==> config.mk <==
export PLATFORM = sky130hd
export DESIGN_NAME = servo_io_signal_allocation
export DESIGN_NICKNAME = d
export VERILOG_FILES = /design/src/rtl/sioa_pkg.sv /design/src/rtl/sioa_filt_if.sv /design/src/rtl/servo_io_signal_allocation.sv /design/src/rtl/sioa_input_filter.sv
export SDC_FILE = /design/constraint.sdc
export NUM_CORES = 1
export LEC_CHECK = 0
export ABC_AREA = 1
export ABC_CLOCK_PERIOD_IN_PS = 4150
export BUFFER_PORTS_ARGS = -buffer_cell sky130_fd_sc_hd__buf_2
export CORE_ASPECT_RATIO = 0.9
export CORE_MARGIN = 2
export CORE_UTILIZATION = 61
export DETAILED_ROUTE_END_ITERATION = 6
export HOLD_SLACK_MARGIN = 0.12
export PLACE_DENSITY = 0.81
export SETUP_SLACK_MARGIN = 0.2
export SLEW_MARGIN = 30
export SYNTH_ARGS = -nofsm -noshare
export SYNTH_HDL_FRONTEND = slang
export SYNTH_SLANG_ARGS = --single-unit
==> constraint.sdc <==
create_clock -name mclk -period 4.15 [get_ports mclk]
set_clock_uncertainty 0.1 [all_clocks]
set_input_delay 0.415 -clock mclk [delete_from_list [all_inputs] [get_ports mclk]]
set_output_delay 0.415 -clock mclk [all_outputs]
set_load 0.01 [all_outputs]
==> src/rtl/sioa_pkg.sv <==
// Purpose: constants shared by the servo I/O signal allocation block
// Assumes: APB register window, 32-bit data, byte addresses
// Notes: all offsets, configuration reset values, and output codes 0, 1, 2, D and input codes 0 to 4 live here
package sioa_pkg;
   // register byte offsets
   localparam logic [7:0] OFS_IN_ALLOC_LOW = 8'h00;
   localparam logic [7:0] OFS_IN_ALLOC_HIGH = 8'h04;
   localparam logic [7:0] OFS_OUT_FUNC_SEL = 8'h08;
   localparam logic [7:0] OFS_TAKEOVER_LOW = 8'h0c;
   localparam logic [7:0] OFS_TAKEOVER_HIGH = 8'h10;
   localparam logic [7:0] OFS_FILTER_CYCLES = 8'h14;
   localparam logic [7:0] OFS_BUS_INPUT = 8'h18;
   localparam logic [7:0] OFS_RESTART = 8'h1c;
   localparam logic [7:0] OFS_STATUS = 8'h20;
   // reset values
   localparam logic [31:0] RST_IN_ALLOC_LOW = 32'h03020100;
   localparam logic [31:0] RST_IN_ALLOC_HIGH = 32'h07060504;
   localparam logic [15:0] RST_OUT_FUNC_SEL = 16'h0000;
   localparam logic [3:0] RST_TAKEOVER = 4'h0;
   localparam logic [9:0] RST_FILTER_CYCLES = 10'h001;
   // limits
   localparam logic [9:0] FILTER_MAX = 10'h3e8;
   localparam logic [7:0] IN_CODE_MAX = 8'h1a;
   localparam logic [3:0] OUT_CODE_MAX = 4'hd;
   localparam int N_IN_FUNC = 27;
   localparam int N_OUT_FUNC = 14;
   // field positions
   localparam int OUT_A0_LSB = 0;
   localparam int OUT_A1_LSB = 4;
   localparam int OUT_B0_LSB = 8;
   localparam int OUT_B1_LSB = 12;
   localparam int RESTART_BIT = 0;
   // output function codes
   localparam logic [3:0] OUT_POSITION_DONE_OR_SPEED_MATCH = 4'h0;
   localparam logic [3:0] OUT_ROTATION_DETECT_FLAG = 4'h1;
   localparam logic [3:0] OUT_SERVO_READY = 4'h2;
   localparam logic [3:0] OUT_SOFTWARE_OVERTRAVEL_FLAG = 4'hd;
   // input function codes
   localparam logic [7:0] IN_SERVO_ON = 8'h00;
   localparam logic [7:0] IN_PROPORTIONAL_CONTROL = 8'h01;
   localparam logic [7:0] IN_FORWARD_OVERTRAVEL = 8'h02;
   localparam logic [7:0] IN_REVERSE_OVERTRAVEL = 8'h03;
   localparam logic [7:0] IN_ALARM_RESET = 8'h04;
   // control cycle length in mclk cycles
   localparam int CTRL_CYCLE_CLKS = 125;
endpackage : sioa_pkg

==> src/rtl/sioa_filt_if.sv <==
// Purpose: carrier between the allocation core and the input filter
// Assumes: single clock domain
// Notes: the core drives raw levels, setting and tick
`timescale 1ns/1ps
interface sioa_filt_if #(parameter int N_IN = 8);
   logic [N_IN-1:0] raw;
   logic [9:0] cycles;
   logic tick;
   logic [N_IN-1:0] filtered;
   modport filt (input raw, input cycles, input tick, output filtered);
   modport core (output raw, output cycles, output tick, input filtered);
endinterface : sioa_filt_if

==> src/rtl/servo_io_signal_allocation.sv <==
// Purpose: routes drive functions onto inputs and output pin pairs
// Assumes: APB slave, zero wait states; inputs synchronous to mclk
// Notes: allocation and takeover apply on restart; filter immediately
//
// The address map and the APB slave port were decided locally.
`timescale 1ns/1ps
module servo_io_signal_allocation #(
   parameter int N_IN = 8,
   parameter int CYCLE_CLKS = sioa_pkg::CTRL_CYCLE_CLKS
) (
   input wire logic mclk, // 125 MHz clock
   input wire logic rst_n, // synchronous reset, active low
   input wire logic psel, // apb select
   input wire logic penable, // apb access phase
   input wire logic pwrite, // apb write
   input wire logic [7:0] paddr, // apb byte address
   input wire logic [31:0] pwdata, // apb write data
   input wire logic [3:0] pstrb, // apb byte strobes
   output logic pready, // apb ready
   output logic [31:0] prdata, // apb read data
   output logic pslverr, // apb error, unmapped address
   input wire logic [N_IN-1:0] pinIn, // physical input levels
   input wire logic [13:0] statusA, // axis A status functions by code
   input wire logic [13:0] statusB, // axis B status functions by code
   output logic [1:0] outPinA, // axis A output pin pairs
   output logic [1:0] outPinB, // axis B output pin pairs
   output logic [26:0] funcIn // input functions by code
);
   // software-side registers
   logic [31:0] inAllocLow;
   logic [31:0] inAllocHigh;
   logic [15:0] outFuncSel;
   logic [3:0] takeoverLow;
   logic [3:0] takeoverHigh;
   logic [9:0] filterCycles;
   logic [N_IN-1:0] busInput;
   logic applyNow;
   // active copies loaded at restart
   logic [7:0] actInAlloc [N_IN];
   logic [15:0] actOutSel;
   logic [N_IN-1:0] actTakeover;
   // control cycle divider
   logic [15:0] divCnt;
   logic ctrlTick;
   // bus decode
   logic wrEn;
   logic rdEn;
   logic mapped;
   logic [31:0] next_prdata;
   logic [N_IN-1:0] rawIn;

   sioa_filt_if #(.N_IN(N_IN)) fio ();

   // byte-lane merge for a write
   function automatic logic [31:0] merge(input logic [31:0] old,
                                         input logic [31:0] wd,
                                         input logic [3:0] st);
      logic [31:0] r;
      r = old;
      for (int b = 0; b < 4; b++) begin
         if (st[b]) begin
            r[b*8 +: 8] = wd[b*8 +: 8];
         end
      end
      return r;
   endfunction : merge

   // pick one status function; codes above D give low
   function automatic logic pick(input logic [13:0] st,
                                 input logic [3:0] code);
      logic r;
      r = 1'b0;
      if (code <= sioa_pkg::OUT_CODE_MAX) begin
         r = st[code];
      end
      return r;
   endfunction : pick

   // saturate a filter setting at its top value
   function automatic logic [9:0] clampFilt(input logic [15:0] v);
      logic [9:0] r;
      r = v[9:0];
      if (v > {6'h00, sioa_pkg::FILTER_MAX}) begin
         r = sioa_pkg::FILTER_MAX;
      end
      return r;
   endfunction : clampFilt

   assign wrEn = psel && penable && pready && pwrite;
   assign rdEn = psel && !penable && !pwrite;

   // address decode
   always_comb begin
      mapped = 1'b1;
      next_prdata = 32'h00000000;
      case (paddr)
         sioa_pkg::OFS_IN_ALLOC_LOW: next_prdata = inAllocLow;
         sioa_pkg::OFS_IN_ALLOC_HIGH: next_prdata = inAllocHigh;
         sioa_pkg::OFS_OUT_FUNC_SEL: next_prdata = {16'h0000, outFuncSel};
         sioa_pkg::OFS_TAKEOVER_LOW: next_prdata = {28'h0000000, takeoverLow};
         sioa_pkg::OFS_TAKEOVER_HIGH:
            next_prdata = {28'h0000000, takeoverHigh};
         sioa_pkg::OFS_FILTER_CYCLES:
            next_prdata = {22'h000000, filterCycles};
         sioa_pkg::OFS_BUS_INPUT: next_prdata[N_IN-1:0] = busInput;
         sioa_pkg::OFS_RESTART: next_prdata = 32'h00000000;
         sioa_pkg::OFS_STATUS:
            next_prdata = {16'h0000, actTakeover, fio.filtered};
         default: mapped = 1'b0;
      endcase
   end

   // apb answer: ready in the access phase, no wait states
   always_ff @(posedge mclk) begin
      if (!rst_n) begin
         pready <= 1'b0;
         pslverr <= 1'b0;
         prdata <= 32'h00000000;
      end else begin
         pready <= psel && !penable;
         pslverr <= psel && !penable && !mapped;
         if (rdEn) begin
            prdata <= next_prdata;
         end else if (!psel) begin
            prdata <= 32'h00000000;
         end
      end
   end

   // input allocation fields
   always_ff @(posedge mclk) begin
      if (!rst_n) begin
         inAllocLow <= sioa_pkg::RST_IN_ALLOC_LOW;
         inAllocHigh <= sioa_pkg::RST_IN_ALLOC_HIGH;
      end else if (wrEn && paddr == sioa_pkg::OFS_IN_ALLOC_LOW) begin
         inAllocLow <= merge(inAllocLow, pwdata, pstrb);
      end else if (wrEn && paddr == sioa_pkg::OFS_IN_ALLOC_HIGH) begin
         inAllocHigh <= merge(inAllocHigh, pwdata, pstrb);
      end
   end

   // output allocation and takeover masks
   always_ff @(posedge mclk) begin
      if (!rst_n) begin
         outFuncSel <= sioa_pkg::RST_OUT_FUNC_SEL;
         takeoverLow <= sioa_pkg::RST_TAKEOVER;
         takeoverHigh <= sioa_pkg::RST_TAKEOVER;
      end else if (wrEn) begin
         if (paddr == sioa_pkg::OFS_OUT_FUNC_SEL) begin
            outFuncSel <= 16'(merge({16'h0000, outFuncSel}, pwdata,
                                    pstrb));
         end
         if (paddr == sioa_pkg::OFS_TAKEOVER_LOW && pstrb[0]) begin
            takeoverLow <= pwdata[3:0];
         end
         if (paddr == sioa_pkg::OFS_TAKEOVER_HIGH && pstrb[0]) begin
            takeoverHigh <= pwdata[3:0];
         end
      end
   end

   // filter setting, live without restart
   always_ff @(posedge mclk) begin
      if (!rst_n) begin
         filterCycles <= sioa_pkg::RST_FILTER_CYCLES;
      end else if (wrEn && paddr == sioa_pkg::OFS_FILTER_CYCLES) begin
         filterCycles <= clampFilt(16'(merge({22'h000000, filterCycles},
                                             pwdata, pstrb)));
      end
   end

   // contact values written by the bus master
   always_ff @(posedge mclk) begin
      if (!rst_n) begin
         busInput <= '0;
      end else if (wrEn && paddr == sioa_pkg::OFS_BUS_INPUT && pstrb[0]) begin
         busInput <= pwdata[N_IN-1:0];
      end
   end

   // restart strobe, one cycle
   always_ff @(posedge mclk) begin
      if (!rst_n) begin
         applyNow <= 1'b0;
      end else begin
         applyNow <= wrEn && paddr == sioa_pkg::OFS_RESTART &&
                     pwdata[sioa_pkg::RESTART_BIT];
      end
   end

   // active allocation copies, loaded only at restart
   always_ff @(posedge mclk) begin
      if (!rst_n) begin
         for (int i = 0; i < N_IN; i++) begin
            if (i < 4) begin
               actInAlloc[i] <= sioa_pkg::RST_IN_ALLOC_LOW[(i%4)*8 +: 8];
            end else begin
               actInAlloc[i] <= sioa_pkg::RST_IN_ALLOC_HIGH[(i%4)*8 +: 8];
            end
         end
         actOutSel <= sioa_pkg::RST_OUT_FUNC_SEL;
         actTakeover <= '0;
      end else if (applyNow) begin
         for (int i = 0; i < N_IN; i++) begin
            if (i < 4) begin
               actInAlloc[i] <= inAllocLow[(i%4)*8 +: 8];
            end else begin
               actInAlloc[i] <= inAllocHigh[(i%4)*8 +: 8];
            end
         end
         actOutSel <= outFuncSel;
         actTakeover <= {takeoverHigh, takeoverLow};
      end
   end

   // control cycle tick
   always_ff @(posedge mclk) begin
      if (!rst_n) begin
         divCnt <= 16'h0000;
         ctrlTick <= 1'b0;
      end else if (divCnt == 16'(CYCLE_CLKS - 1)) begin
         divCnt <= 16'h0000;
         ctrlTick <= 1'b1;
      end else begin
         divCnt <= divCnt + 16'h0001;
         ctrlTick <= 1'b0;
      end
   end

   // choose bus value or pin level per input
   always_comb begin
      for (int i = 0; i < N_IN; i++) begin
         rawIn[i] = actTakeover[i] ? busInput[i] : pinIn[i];
      end
   end

   assign fio.raw = rawIn;
   assign fio.cycles = filterCycles;
   assign fio.tick = ctrlTick;

   sioa_input_filter #(.N_IN(N_IN)) sioa_input_filter_i (
      .mclk(mclk),
      .rst_n(rst_n),
      .fio(fio)
   );

   // filtered inputs onto their allocated functions
   always_ff @(posedge mclk) begin
      if (!rst_n) begin
         funcIn <= '0;
      end else begin
         for (int c = 0; c < sioa_pkg::N_IN_FUNC; c++) begin
            funcIn[c] <= 1'b0;
            for (int i = 0; i < N_IN; i++) begin
               if (actInAlloc[i] == 8'(c) && fio.filtered[i]) begin
                  funcIn[c] <= 1'b1;
               end
            end
         end
      end
   end

   // status functions onto output pin pairs
   always_ff @(posedge mclk) begin
      if (!rst_n) begin
         outPinA <= 2'h0;
         outPinB <= 2'h0;
      end else begin
         outPinA[0] <= pick(statusA,
                            actOutSel[sioa_pkg::OUT_A0_LSB +: 4]);
         outPinB[0] <= pick(statusB,
                            actOutSel[sioa_pkg::OUT_B0_LSB +: 4]);
         outPinA[1] <= pick(statusA,
                            actOutSel[sioa_pkg::OUT_A1_LSB +: 4]);
         outPinB[1] <= pick(statusB,
                            actOutSel[sioa_pkg::OUT_B1_LSB +: 4]);
      end
   end

   // axis A first pair follows servo ready when code 2 is selected
   out_a_map_a: assert property (
      @(posedge mclk) disable iff (!rst_n)
      $past(rst_n) && $past(actOutSel[3:0]) == sioa_pkg::OUT_SERVO_READY |->
      outPinA[0] == $past(statusA[2]))
      else $error("axis A pin pair 0 not servo ready");
   // axis B first pair follows code D
   out_b_map_a: assert property (
      @(posedge mclk) disable iff (!rst_n)
      $past(rst_n) && $past(actOutSel[11:8]) == 4'hd |->
      outPinB[0] == $past(statusB[13]))
      else $error("axis B pin pair 0 not software overtravel");
   // second pair code 0 is position done
   out_second_map_a: assert property (
      @(posedge mclk) disable iff (!rst_n)
      $past(rst_n) && $past(actOutSel[7:4]) == 4'h0 |->
      outPinA[1] == $past(statusA[0]))
      else $error("axis A pin pair 1 mismatch");
   // active output selection moves only at restart
   cfg_restart_only_a: assert property (
      @(posedge mclk) disable iff (!rst_n)
      $past(rst_n) && !$past(applyNow) |-> $stable(actOutSel) &&
      $stable(actTakeover))
      else $error("active allocation changed without restart");
   // taken-over low input uses bus value
   takeover_low_a: assert property (
      @(posedge mclk) disable iff (!rst_n)
      actTakeover[0] |-> fio.raw[0] == busInput[0])
      else $error("low takeover ignored");
   // taken-over high input uses bus value, else pin
   takeover_high_a: assert property (
      @(posedge mclk) disable iff (!rst_n)
      fio.raw[4] == (actTakeover[4] ? busInput[4] : pinIn[4]))
      else $error("high takeover source wrong");
   // filter setting stays within range
   filter_range_a: assert property (
      @(posedge mclk) disable iff (!rst_n)
      filterCycles <= sioa_pkg::FILTER_MAX)
      else $error("filter setting above range");
   // fifth input reaches its allocated function
   in_fifth_map_a: assert property (
      @(posedge mclk) disable iff (!rst_n)
      $past(rst_n) && $past(fio.filtered[4]) &&
      $past(actInAlloc[4]) <= sioa_pkg::IN_CODE_MAX |->
      funcIn[$past(actInAlloc[4][4:0])])
      else $error("fifth input function not raised");
   // sixth input reaches its allocated function
   in_sixth_map_a: assert property (
      @(posedge mclk) disable iff (!rst_n)
      $past(rst_n) && $past(fio.filtered[5]) &&
      $past(actInAlloc[5]) <= sioa_pkg::IN_CODE_MAX |->
      funcIn[$past(actInAlloc[5][4:0])])
      else $error("sixth input function not raised");
   // apb answers in the access phase
   apb_ready_a: assert property (
      @(posedge mclk) disable iff (!rst_n)
      psel && !penable |=> pready)
      else $error("apb ready late");
endmodule : servo_io_signal_allocation

==> src/rtl/sioa_input_filter.sv <==
// Purpose: per-input level filter counted in control cycles
// Assumes: tick is a one-cycle pulse per control cycle
// Notes: a level must differ for cycles ticks before it passes
`timescale 1ns/1ps
module sioa_input_filter #(
   parameter int N_IN = 8
) (
   input wire logic mclk, // system clock
   input wire logic rst_n, // synchronous reset, active low
   sioa_filt_if.filt fio // raw in, filtered out
);
   logic [9:0] cnt [N_IN];

   // count ticks while raw differs; setting read live
   always_ff @(posedge mclk) begin
      for (int i = 0; i < N_IN; i++) begin
         if (!rst_n) begin
            cnt[i] <= 10'h000;
            fio.filtered[i] <= 1'b0;
         end else if (fio.raw[i] == fio.filtered[i]) begin
            cnt[i] <= 10'h000;
         end else if (fio.cycles == 10'h000) begin
            fio.filtered[i] <= fio.raw[i];
         end else if (fio.tick) begin
            if (cnt[i] + 10'h001 >= fio.cycles) begin
               fio.filtered[i] <= fio.raw[i];
               cnt[i] <= 10'h000;
            end else begin
               cnt[i] <= cnt[i] + 10'h001;
            end
         end
      end
   end

   // zero setting passes levels on the next edge
   filt_zero_pass_a: assert property (
      @(posedge mclk) disable iff (!rst_n)
      fio.cycles == 10'h000 |=> fio.filtered == $past(fio.raw))
      else $error("zero filter did not pass input");
   // a filtered change needs a tick unless setting is zero
   filt_change_tick_a: assert property (
      @(posedge mclk) disable iff (!rst_n)
      $past(rst_n) && $changed(fio.filtered) |->
      $past(fio.tick) || $past(fio.cycles) == 10'h000)
      else $error("filtered input changed without a control tick");
endmodule : sioa_input_filter

# After elaboration in Yosys (flattened, before gate mapping)
# Memories as Yosys holds them, arrays and structs flattened.
# Cells that the tools add are included.
# W data, S select, Z words.
# totals
register_bits	221
ramBits	144
input_bits	85
output_inout_bits	65
n_memories	2
# memory_table
name	depth	word_bits	rd	rd_clocked_by_memory_dff	write_ports	line_no	source
sioa_input_filter_i.cnt	8	10	8	0	8	sioa_input_filter.sv:12	logic [9:0] cnt [N_IN];
actInAlloc	8	8	8	0	8	servo_io_signal_allocation.sv:39	logic [7:0] actInAlloc [N_IN];
# classes
n_addsub	9
n_lt_le_gt_ge	17
eq_ne	226
mux	425
bitwise_logic	42
n_reduce_logical	279
# ops
cell	n
$eq A8 B5 Y1 const B	92
$eq A8 B4 Y1 const B	66
$mux W1	378
$eq A8 B3 Y1 const B	33
$mux W10	25
$logic_and A1 B1 Y1	231
$eq A8 B2 Y1 const B	16
$pmux W24 S5	1
$mux W8	14
$add A10 B1 Y10 const B	8
$ge A10 B10 Y1	8
$logic_not A8 Y1	9
$eq A8 B1 Y1 const B	8
$mux W32	2
$pmux W8 S8	1
$reduce_and A3 Y1	14
$or A1 B1 Y1	32
$lt A4 B5 Y1 const B	4
$reduce_and A2 Y1	10
$reduce_bool A2 Y1	9
$add A16 B1 Y16 const B	1
$bmux W1 S4	4
$eq A16 B7 Y1 const B	1
$gt A16 B10 Y1 const B	1
9 further kinds	30

# Depth between registers and ports, before layout
# Gate-level depths: netlist of the first run.
# depth
word_depth	10
depth_mapped	17
mapped_depth_nobuf	17

# Modules after synthesis
# A second synthesis of the first run with hierarchy kept.
# hier_totals
cells_unflattened	2893
hier_area_um2	20721.1
# by_module_without_submodules
mod	instances	cells_each	area_each_um2	seq_area_each_um2
servo_io_signal_allocation	1	2030	13823.3	6185.9
sioa_input_filter	1	863	6897.9	2562.5

# Worst setup path before layout of the first run
# No wires, ideal clock.
# synth_path
path_kind	in2reg
startpoint	in rst_n
endpoint	mem actInAlloc[0][0] (enable)
t_arrival_ps	2752
required_ps	3597
path_slack_ps	844
path_stages	4
path_buffers	2
path_cell_list	inv_2 > or2_2 > clkbuf_1 > clkbuf_1
# synth_lines
item	line_no	source
from (decl)	servo_io_signal_allocation.sv:12	input wire logic rst_n,
to (decl)	servo_io_signal_allocation.sv:39	

==> results of run 1 <==
-- worst max path at each step --
stage | depth (start not counted) | startpoint | endpoint
2_1_floorplan | 4 | rst_n | actInAlloc[0][0]
3_3_place_gp | 15 | sioa_input_filter_i.cnt[0][10] | sioa_input_filter_i.cnt[0][18]
3_5_place_dp | 15 | sioa_input_filter_i.cnt[0][20] | sioa_input_filter_i.cnt[0][26]
4_1_cts | 15 | sioa_input_filter_i.cnt[0][10] | sioa_input_filter_i.cnt[0][19]
5_1_grt | 15 | sioa_input_filter_i.cnt[0][20] | sioa_input_filter_i.cnt[0][26]
6_report | 15 | sioa_input_filter_i.cnt[0][10] | sioa_input_filter_i.cnt[0][19]
-- critical path: stages (launching register included) --
cell	delay, ns
edfxtp_1	0.44
ha_1	0.21
nand2_1	0.06
nor2_1	0.17
nand3_1	0.17
nor3b_1	0.32
xor2_1	0.23
inv_1	0.07
ha_1	0.27
nand2_1	0.07
nor2_1	0.16
nand3_1	0.10
nand3_1	0.12
nor2_1	0.06
nand2_1	0.30
nor2_1	0.09
-- sequential cells by signal, summed over array words and instances (netlist names), 27 cells and up --
register and count:
inAllocLow 32, actInAlloc 64, inAllocHigh 32, funcIn 27, sioa_input_filter_i.cnt 80, prdata 32
-- per-stage QoR --
step | setup slack, ns | cell area, µm² | utilization
after floorplan | 0.844 | 20700 | -
after global placement | 1.28 | 21700 | 0.655
after detailed placement | 1.11 | 21800 | 0.656
after CTS | 1.04 | 23500 | 0.707
after global routing | 0.670 | 23500 | 0.707
final | 0.943 | 23500 | 0.707
-- what timing repair did --
action                                 in CTS  in global routing
endpoints found under the hold margin      47                  0
hold buffers                               26                  0
setup buffers                               0                  0
-- final cells by class --
cell class                      instances  area (µm²)  area share
Timing Repair Buffer                  186        1100      0.0470
Clock buffer                           47        1120      0.0478
Tap cell                              455         569      0.0243
Inverter                              449        1690      0.0718
Antenna cell                            2        5.00    0.000213
Multi-Input combinational cell       2014        9920       0.423
Clock inverter                         24         322      0.0137
Sequential cell                       365        8750       0.373
-- placed cells by master (no fill, tap or decap), types with 8 or more instances in the layout --
master / Yosys / routed
nor2_1: 420 / 419
edfxtp_1: 144 / 144
nand4_1: 36 / 36
dfxtp_1: 221 / 221
dlygate4sd3_1: 0 / 26
ha_1: 90 / 90
nand2_1: 660 / 659
o22ai_1: 40 / 40
o211ai_1: 13 / 13
xnor2_1: 9 / 9
nor3_1: 43 / 43
nand3_1: 217 / 217
a21oi_1: 205 / 205
a21o_1: 10 / 10
buf_4: 5 / 11
o21ai_0: 158 / 158
buf_2: 29 / 148
nor4_1: 8 / 8
inv_1: 442 / 442
or2_2: 13 / 12
xor2_1: 42 / 42
clkbuf_16: 0 / 43
clkinv_2: 0 / 8
-- cell families (layout without fill, tap and decap cells) --
logic type      after synthesis  after routing
buf+inv                     524            706
simple gates               1430           1430
flops                       365            365
compound gates              443            443
xor+xnor                     51             51
other cells                   0              2
fa+ha+maj                    90             90
-- layer usage --
metal / GRT usage / vias to the layer above / routed length (µm)
li1: - / 9703 / -
met1: 0.529 / 9521 / 28100
met2: 0.571 / 1228 / 28900
met3: 0.0649 / 162 / 7040
met4: 0.136 / 0 / 2330
met5: 0 / - / 0
-- report_power, final --
| part | internal (W) | total [W] | switching (W) |
|---|---|---|---|
| Combinational | 0.000179 | 0.000537 | 0.000359 |
| Clock | 0.00238 | 0.00391 | 0.00153 |
| Sequential | 0.00378 | 0.00383 | 0.0000500 |
==> run_results.csv, run 1 <==
group,metric,value,unit
placement,dp.cells,3443,
die,row_count,63,
synthesis,yosysUniqueCellTypes,42,
clock_tree,insertion_delay,0.56,ns
hold_path,min_path_cells,3,
clock_tree,cts_root_buffer,"clkbuf_16",
global_routing,grt_pass1_wl,102000,µm
clock_tree,cts_resized,0,
global_routing,grt_pass1_vias,18900,
pwr,total_leakage_power,10.7,nW
status,status,"finished, final reports clean",
pwr,p_total,0.00827,W
die,fp.dieW,198,µm
hold_path,hold_class,"input pin to register",
synthesis,synth_top_area_frac,0.214,
die,num_io_pins,150,
synthesis,synthSimpleGateAreaFrac,0.289,
final_layout,drive_gt1_frac,0.0878,
synthesis,ys_ff_latch,365,
synthesis,ys_async_sr_fraction,0,
synthesis,syn_area_per_cell,7.13,µm²
timing,fin_crit,3.21,ns
synthesis,synth.most_common_cell,"nand2_1",
die,core,33200,µm²
synthesis,synth_fa_ha_area_frac,0.0544,
setup_path,r2r_start,"sioa_input_filter_i.cnt[0][10]",
setup_path,path_max_fanout,10,
setup_path,cp.required,4.35,ns
synthesis,synth_xor_xnor_area_share,0.0216,
final_layout,nets,3230,
timing,tightestPinTransition,0.943,ns
synthesis,synthCells,2903,
drt,drt_iter0_markers,2843,
hold_path,holdPathEnd,"inAllocHigh[28]",
timing,hold_violations,0,
synthesis,synth_top_flop_cell,"dfxtp_1",
final_layout,layout.cells.non_filler,3542,
hold_path,worstHoldStart,"pwdata[28]",
pwr,vdd_ir_drop_max,0.000316,V
final_layout,num-fill-cells,2728,
timing,rsz0062_at_grt,"no",
pwr,p_per_area,352,nW/µm²
setup_path,r2r_end,"sioa_input_filter_i.cnt[0][19]",
setup_path,path_class,"register to register",
drt,ant_nets,0,
placement,gp_congestion,1.04,
drt,num_vias,20600,
synthesis,synth-edff-count,144,
synthesis,yosys-top-cells-count,"nand2_1 (660), inv_1 (442), nor2_1 (420)",
synthesis,synth_top_area_cell,"dfxtp_1",
synthesis,seq_area_frac_synth,0.423,
drt,firstDrtPassIters,7,
global_routing,grt_usage,0.372,
setup_path,endpoint_kind,"register",
clock_tree,cts_sinks,365,
drt,drt_wl_total,66400,µm
drt,drc_errors,0,
die,die-area,35400,µm²
clock_tree,clk_pin_slew,0.06,ns
flow_run,cap_violations,0,
synthesis,synthTopCellsByArea,"dfxtp_1 (21%), edfxtp_1 (21%), nand2_1 (12%)",
timing,min_period_over_period,0.773,
placement,port-buffer-count,149,
global_routing,overflow,0,
drt,vias_per_cell,5.82,
timing,setup_viol,0,
timing,report.final.slew_viol_count,0,
timing,tns,0,ns
setup_path,start_kind,"register",
timing,hold_slack,0.133,ns
die,start_util,0.623,
clock_tree,cts_buffers,39,
synthesis,synth_compound_area_frac,0.114,
clock_tree,cts_buffer_depth,3,
synthesis,syn_nets,3078,
global_routing,grt_max_degree,74,
clock_tree,cts-htree-levels,2,
setup_path,cp.arrival,3.40,ns
synthesis,yosysWarnings,0,
placement,dp_hpwl,49400,µm
drt,wire_per_inst,18.7,µm
timing,max_freq,312,MHz
setup_path,regToRegSetupSlack,0.94,ns
die,die_y,179,µm
synthesis,synth_top_family_by_area,"simple AND/OR/NAND/NOR gates",
setup_path,ff2ff_path_depth,15,
global_routing,grt_antenna_before_repair,1,
clock_tree,cts_tree,"built",
final_layout,area_growth,13.5,%
timing,max_slew_margin,0.369,
synthesis,netlist_area,20700,µm²
synthesis,synth_mux_area_frac,0,
Power figures use the tool's default switching activity.
==> inputs of run 2 (changes only) <==
ABC_AREA = 0   (was 1)
ABC_CLOCK_PERIOD_IN_PS = 2960   (was 4150)
clock period = 2.96 ns   (was 4.15 ns; I/O delays follow)
==> run 2 against run 1 <==
Against the previous run: count of clock-buffer cells in the layout rose by 9; synthesized cell count fell by 35%; register-to-register slack got worse by 0.95 ns; largest cell class unchanged; sequential cell count did not move; routed wire length fell by 9.0%; first-iteration DRC count fell by 30%; largest power group is now registers; utilization rose by 4.4 points; synthesized area fell by 6.5%; combinational power rose by 50%; sequential share of layout area rose by 0.20 points; the run now ends with DRC, setup timing left; non-clock buffer count rose by 102; global-route usage fell by 2.3 points.
==> run_results.csv, run 2 <==
group,metric,value,unit
setup_path,cp.required,3.26,ns
timing,max_freq,337,MHz
timing,worst_slack,-0.0112,ns
global_routing,grt_max_degree,163,
final_layout,max_flop_register,"sioa_input_filter_i.cnt",
pwr,vdd_ir_drop_max,0.000507,V
synthesis,synthTopCellsByArea,"dfxtp_1 (23%), edfxtp_1 (22%), mux2i_1 (7.7%)",
flow_run,cap_violations,0,
drt,wire_per_inst,23.3,µm
synthesis,yosysWarnings,0,
setup_path,path_cells,"and3_4 -> and3_4 -> nand3_2 -> xnor2_2 -> ha_1 -> a211oi_2 -> nor2_1 -> a311o_1 -> a2111o_1 -> nor2b_1",
final_layout,area_growth,20.7,%
clock_tree,cts_buffers,38,
synthesis,yosysUniqueCellTypes,73,
clock_tree,cts_sinks,365,
setup_path,crit_buf_inv,0,
drt,firstDrtPassIters,7,
drt,drc_errors,8,
die,num_io_pins,150,
die,fp.dieW,192,µm
placement,dp_hpwl,40800,µm
timing,tns,-0.0134,ns
synthesis,syn_nets,2069,
pwr,clkPwrFrac,0.447,
timing,min_period_over_period,1.00,
synthesis,yosys-top-cells-count,"dfxtp_1 (221), nor2_1 (221), mux2i_1 (149)",
synthesis,synth_top_area_cell,"dfxtp_1",
status,violations,"DRC, setup timing",
pwr,switchingPower,0.00260,W
die,die_y,173,µm
synthesis,synth_top_area_frac,0.229,
hold_path,hold_class,"input pin to register",
timing,hold_violations,0,
pwr,switching_share,0.233,
global_routing,grt_usage,0.349,
global_routing,overflow,0,
drt,vias_per_cell,6.68,
final_layout,nets,2328,
timing,tightestPinTransition,0.797,ns
global_routing,grt_antenna_before_repair,1,
drt,drt_wl_total,60400,µm
die,core,31100,µm²
clock_tree,cts-htree-levels,2,
final_layout,reg.largest.list,"sioa_input_filter_i.cnt: 80 flops, actInAlloc: 64 flops",
clock_tree,cts_root_buffer,"clkbuf_16",
setup_path,critPathTopFamily,"compound AO/OA/AOI/OAI gates",
drt,num_vias,17300,
synthesis,seq_area_frac_synth,0.452,
final_layout,multi_input_area,10700,µm²
clock_tree,insertion_delay,0.55,ns
die,die-area,33100,µm²
timing,rsz0062_at_grt,"yes",
synthesis,synth_top_flop_cell,"dfxtp_1",
clock_tree,clk_pin_slew,0.06,ns
final_layout,mostFrequentLayoutCells,"dfxtp_1 (220), nor2_1 (219), mux2i_1 (149), buf_2 (149), edfxtp_1 (144)",
final_layout,largest_reg_flops,80,
synthesis,synth-edff-count,144,
setup_path,slowest_delay,0.50,ns
die,start_util,0.623,
setup_path,path_max_fanout,5,
pwr,p_int,0.00857,W
final_layout,layout_commonest_cell,"dfxtp_1",
timing,setup_viol,2,
setup_path,path_class,"register to register",
timing,fin_crit,2.97,ns
status,status,"finished, violations left",
pwr,total_leakage_power,9.32,nW
final_layout,postLayoutCoreUtil,0.752,
timing,report.final.slew_viol_count,0,
synthesis,ys_async_sr_fraction,0,
placement,port-buffer-count,149,
placement,gp_congestion,0.995,
global_routing,grt_pass1_wl,91000,µm
drt,drt_iter0_markers,1987,
setup_path,slowest_stage,"a2111o_1",
setup_path,cpMostUsedCell,"and3_4",
placement,place_ws,-0.0205,ns
final_layout,num-fill-cells,2036,
synthesis,netlist_area,19300,µm²
setup_path,start_kind,"register",
setup_path,cp.arrival,3.27,ns
die,row_count,61,
timing,hold_slack,0.159,ns
final_layout,drive_gt1_frac,0.192,
synthesis,syn_area_per_cell,10.2,µm²
pwr,comb_power_share,0.072,
clock_tree,cts_buffer_depth,3,
final_layout,regArea,8750,µm²
timing,max_slew_margin,0.469,
synthesis,synthCells,1894,
synthesis,ys_ff_latch,365,
global_routing,grt_pass1_vias,16500,
pwr,p_seq_frac,0.481,
pwr,p_per_area,478,nW/µm²
drt,ant_nets,0,
clock_tree,cts_tree,"built",
setup_path,endpoint_kind,"register",
==> run 2: cell types whose count changed in the layout (fill, tap and decap cells not counted), sizes merged, moves of 145 or more <==
cell | previous run | this run
inv | 451 | 34
nand2 | 666 | 98
mux2i | 0 | 149
nor2 | 430 | 222
a21oi | 205 | 26
nand3 | 217 | 72
==> run 2: timing repair <==
action	CTS	global route
pin swaps	36	31
hold buffers	39	0
hold endpoints to repair	112	0
gates cloned	6	1
gates resized for setup	31	51
setup buffers	23	17
endpoints found under the setup margin	84	86
==> run 2: layer usage <==
layer	wire, µm	vias up	GRT usage
li1	-	7683	-
met1	24900	8277	0.498
met2	26300	1154	0.523
met3	6790	206	0.0727
met4	2310	0	0.134
met5	0	-	0
==> run 2: worst reg2reg max path: cells and delay by family (launching register included) <==
family	cells	cell delay [ns]
xor+xnor	1	0.16
compound gates	3	1.04
fa+ha+maj	1	0.33
simple gates	5	0.78
flops	1	0.39
==> run 2: cell families (layout without fill, tap and decap cells) <==
family,after synthesis,after routing,share of synthesized area
flip-flops,365,365,0.452
AO/OA/AOI/OAI,345,352,0.135
AND/OR/NAND/NOR,733,733,0.198
buffers and inverters,109,390,0.0213
XOR/XNOR,86,86,0.0389
adder cells (fa/ha/maj),90,90,0.0582
multiplexers,166,166,0.0963
other,0,1,0
==> run 2: power groups by stage <==
| stage | Clock (W) | Sequential [W] | Combinational (W) |
|---|---|---|---|
| after global routing | 0.00521 | 0.00538 | 0.000860 |
| final | 0.00499 | 0.00537 | 0.000806 |
| after global placement | 0 | 0.00547 | 0.000608 |
| after floorplan | 0 | 0.00546 | 0.000393 |
| after detailed placement | 0 | 0.00547 | 0.000633 |
| after CTS | 0.00501 | 0.00536 | 0.000730 |
==> run 2: stage by stage <==
step,power (W),area (µm²),std cells
6_report,0.0112,23400,2592
4_1_cts,0.0111,22900,2573
3_3_place_gp,0.00608,20800,2436
5_1_grt,0.0115,23300,2591
3_5_place_dp,0.00611,20800,2436
2_1_floorplan,0.00585,19300,1894
==> run 2: path summary, 6_finish.rpt <==
check                                               startpoint                              to  slack, ns  depth (start not counted)
worst max register to register  sioa_input_filter_i.cnt[0][23]  sioa_input_filter_i.cnt[0][22]      -0.01                         10
worst min-delay path                                    pwrite                      prdata[14]       0.16                          3
worst max-delay path            sioa_input_filter_i.cnt[0][23]  sioa_input_filter_i.cnt[0][22]      -0.01                         10
worst min register to register                       prdata[2]                       prdata[2]       0.38                          2
==> run 2: layout make-up <==
class                           instances  share of cell area
Multi-Input combinational cell       1427               0.458
Sequential cell                       365               0.375
Timing Repair Buffer                  288              0.0829
Clock buffer                           56              0.0485
Tap cell                              409              0.0219
Clock inverter                         13             0.00798
Inverter                               33             0.00541
Antenna cell                            1            0.000107
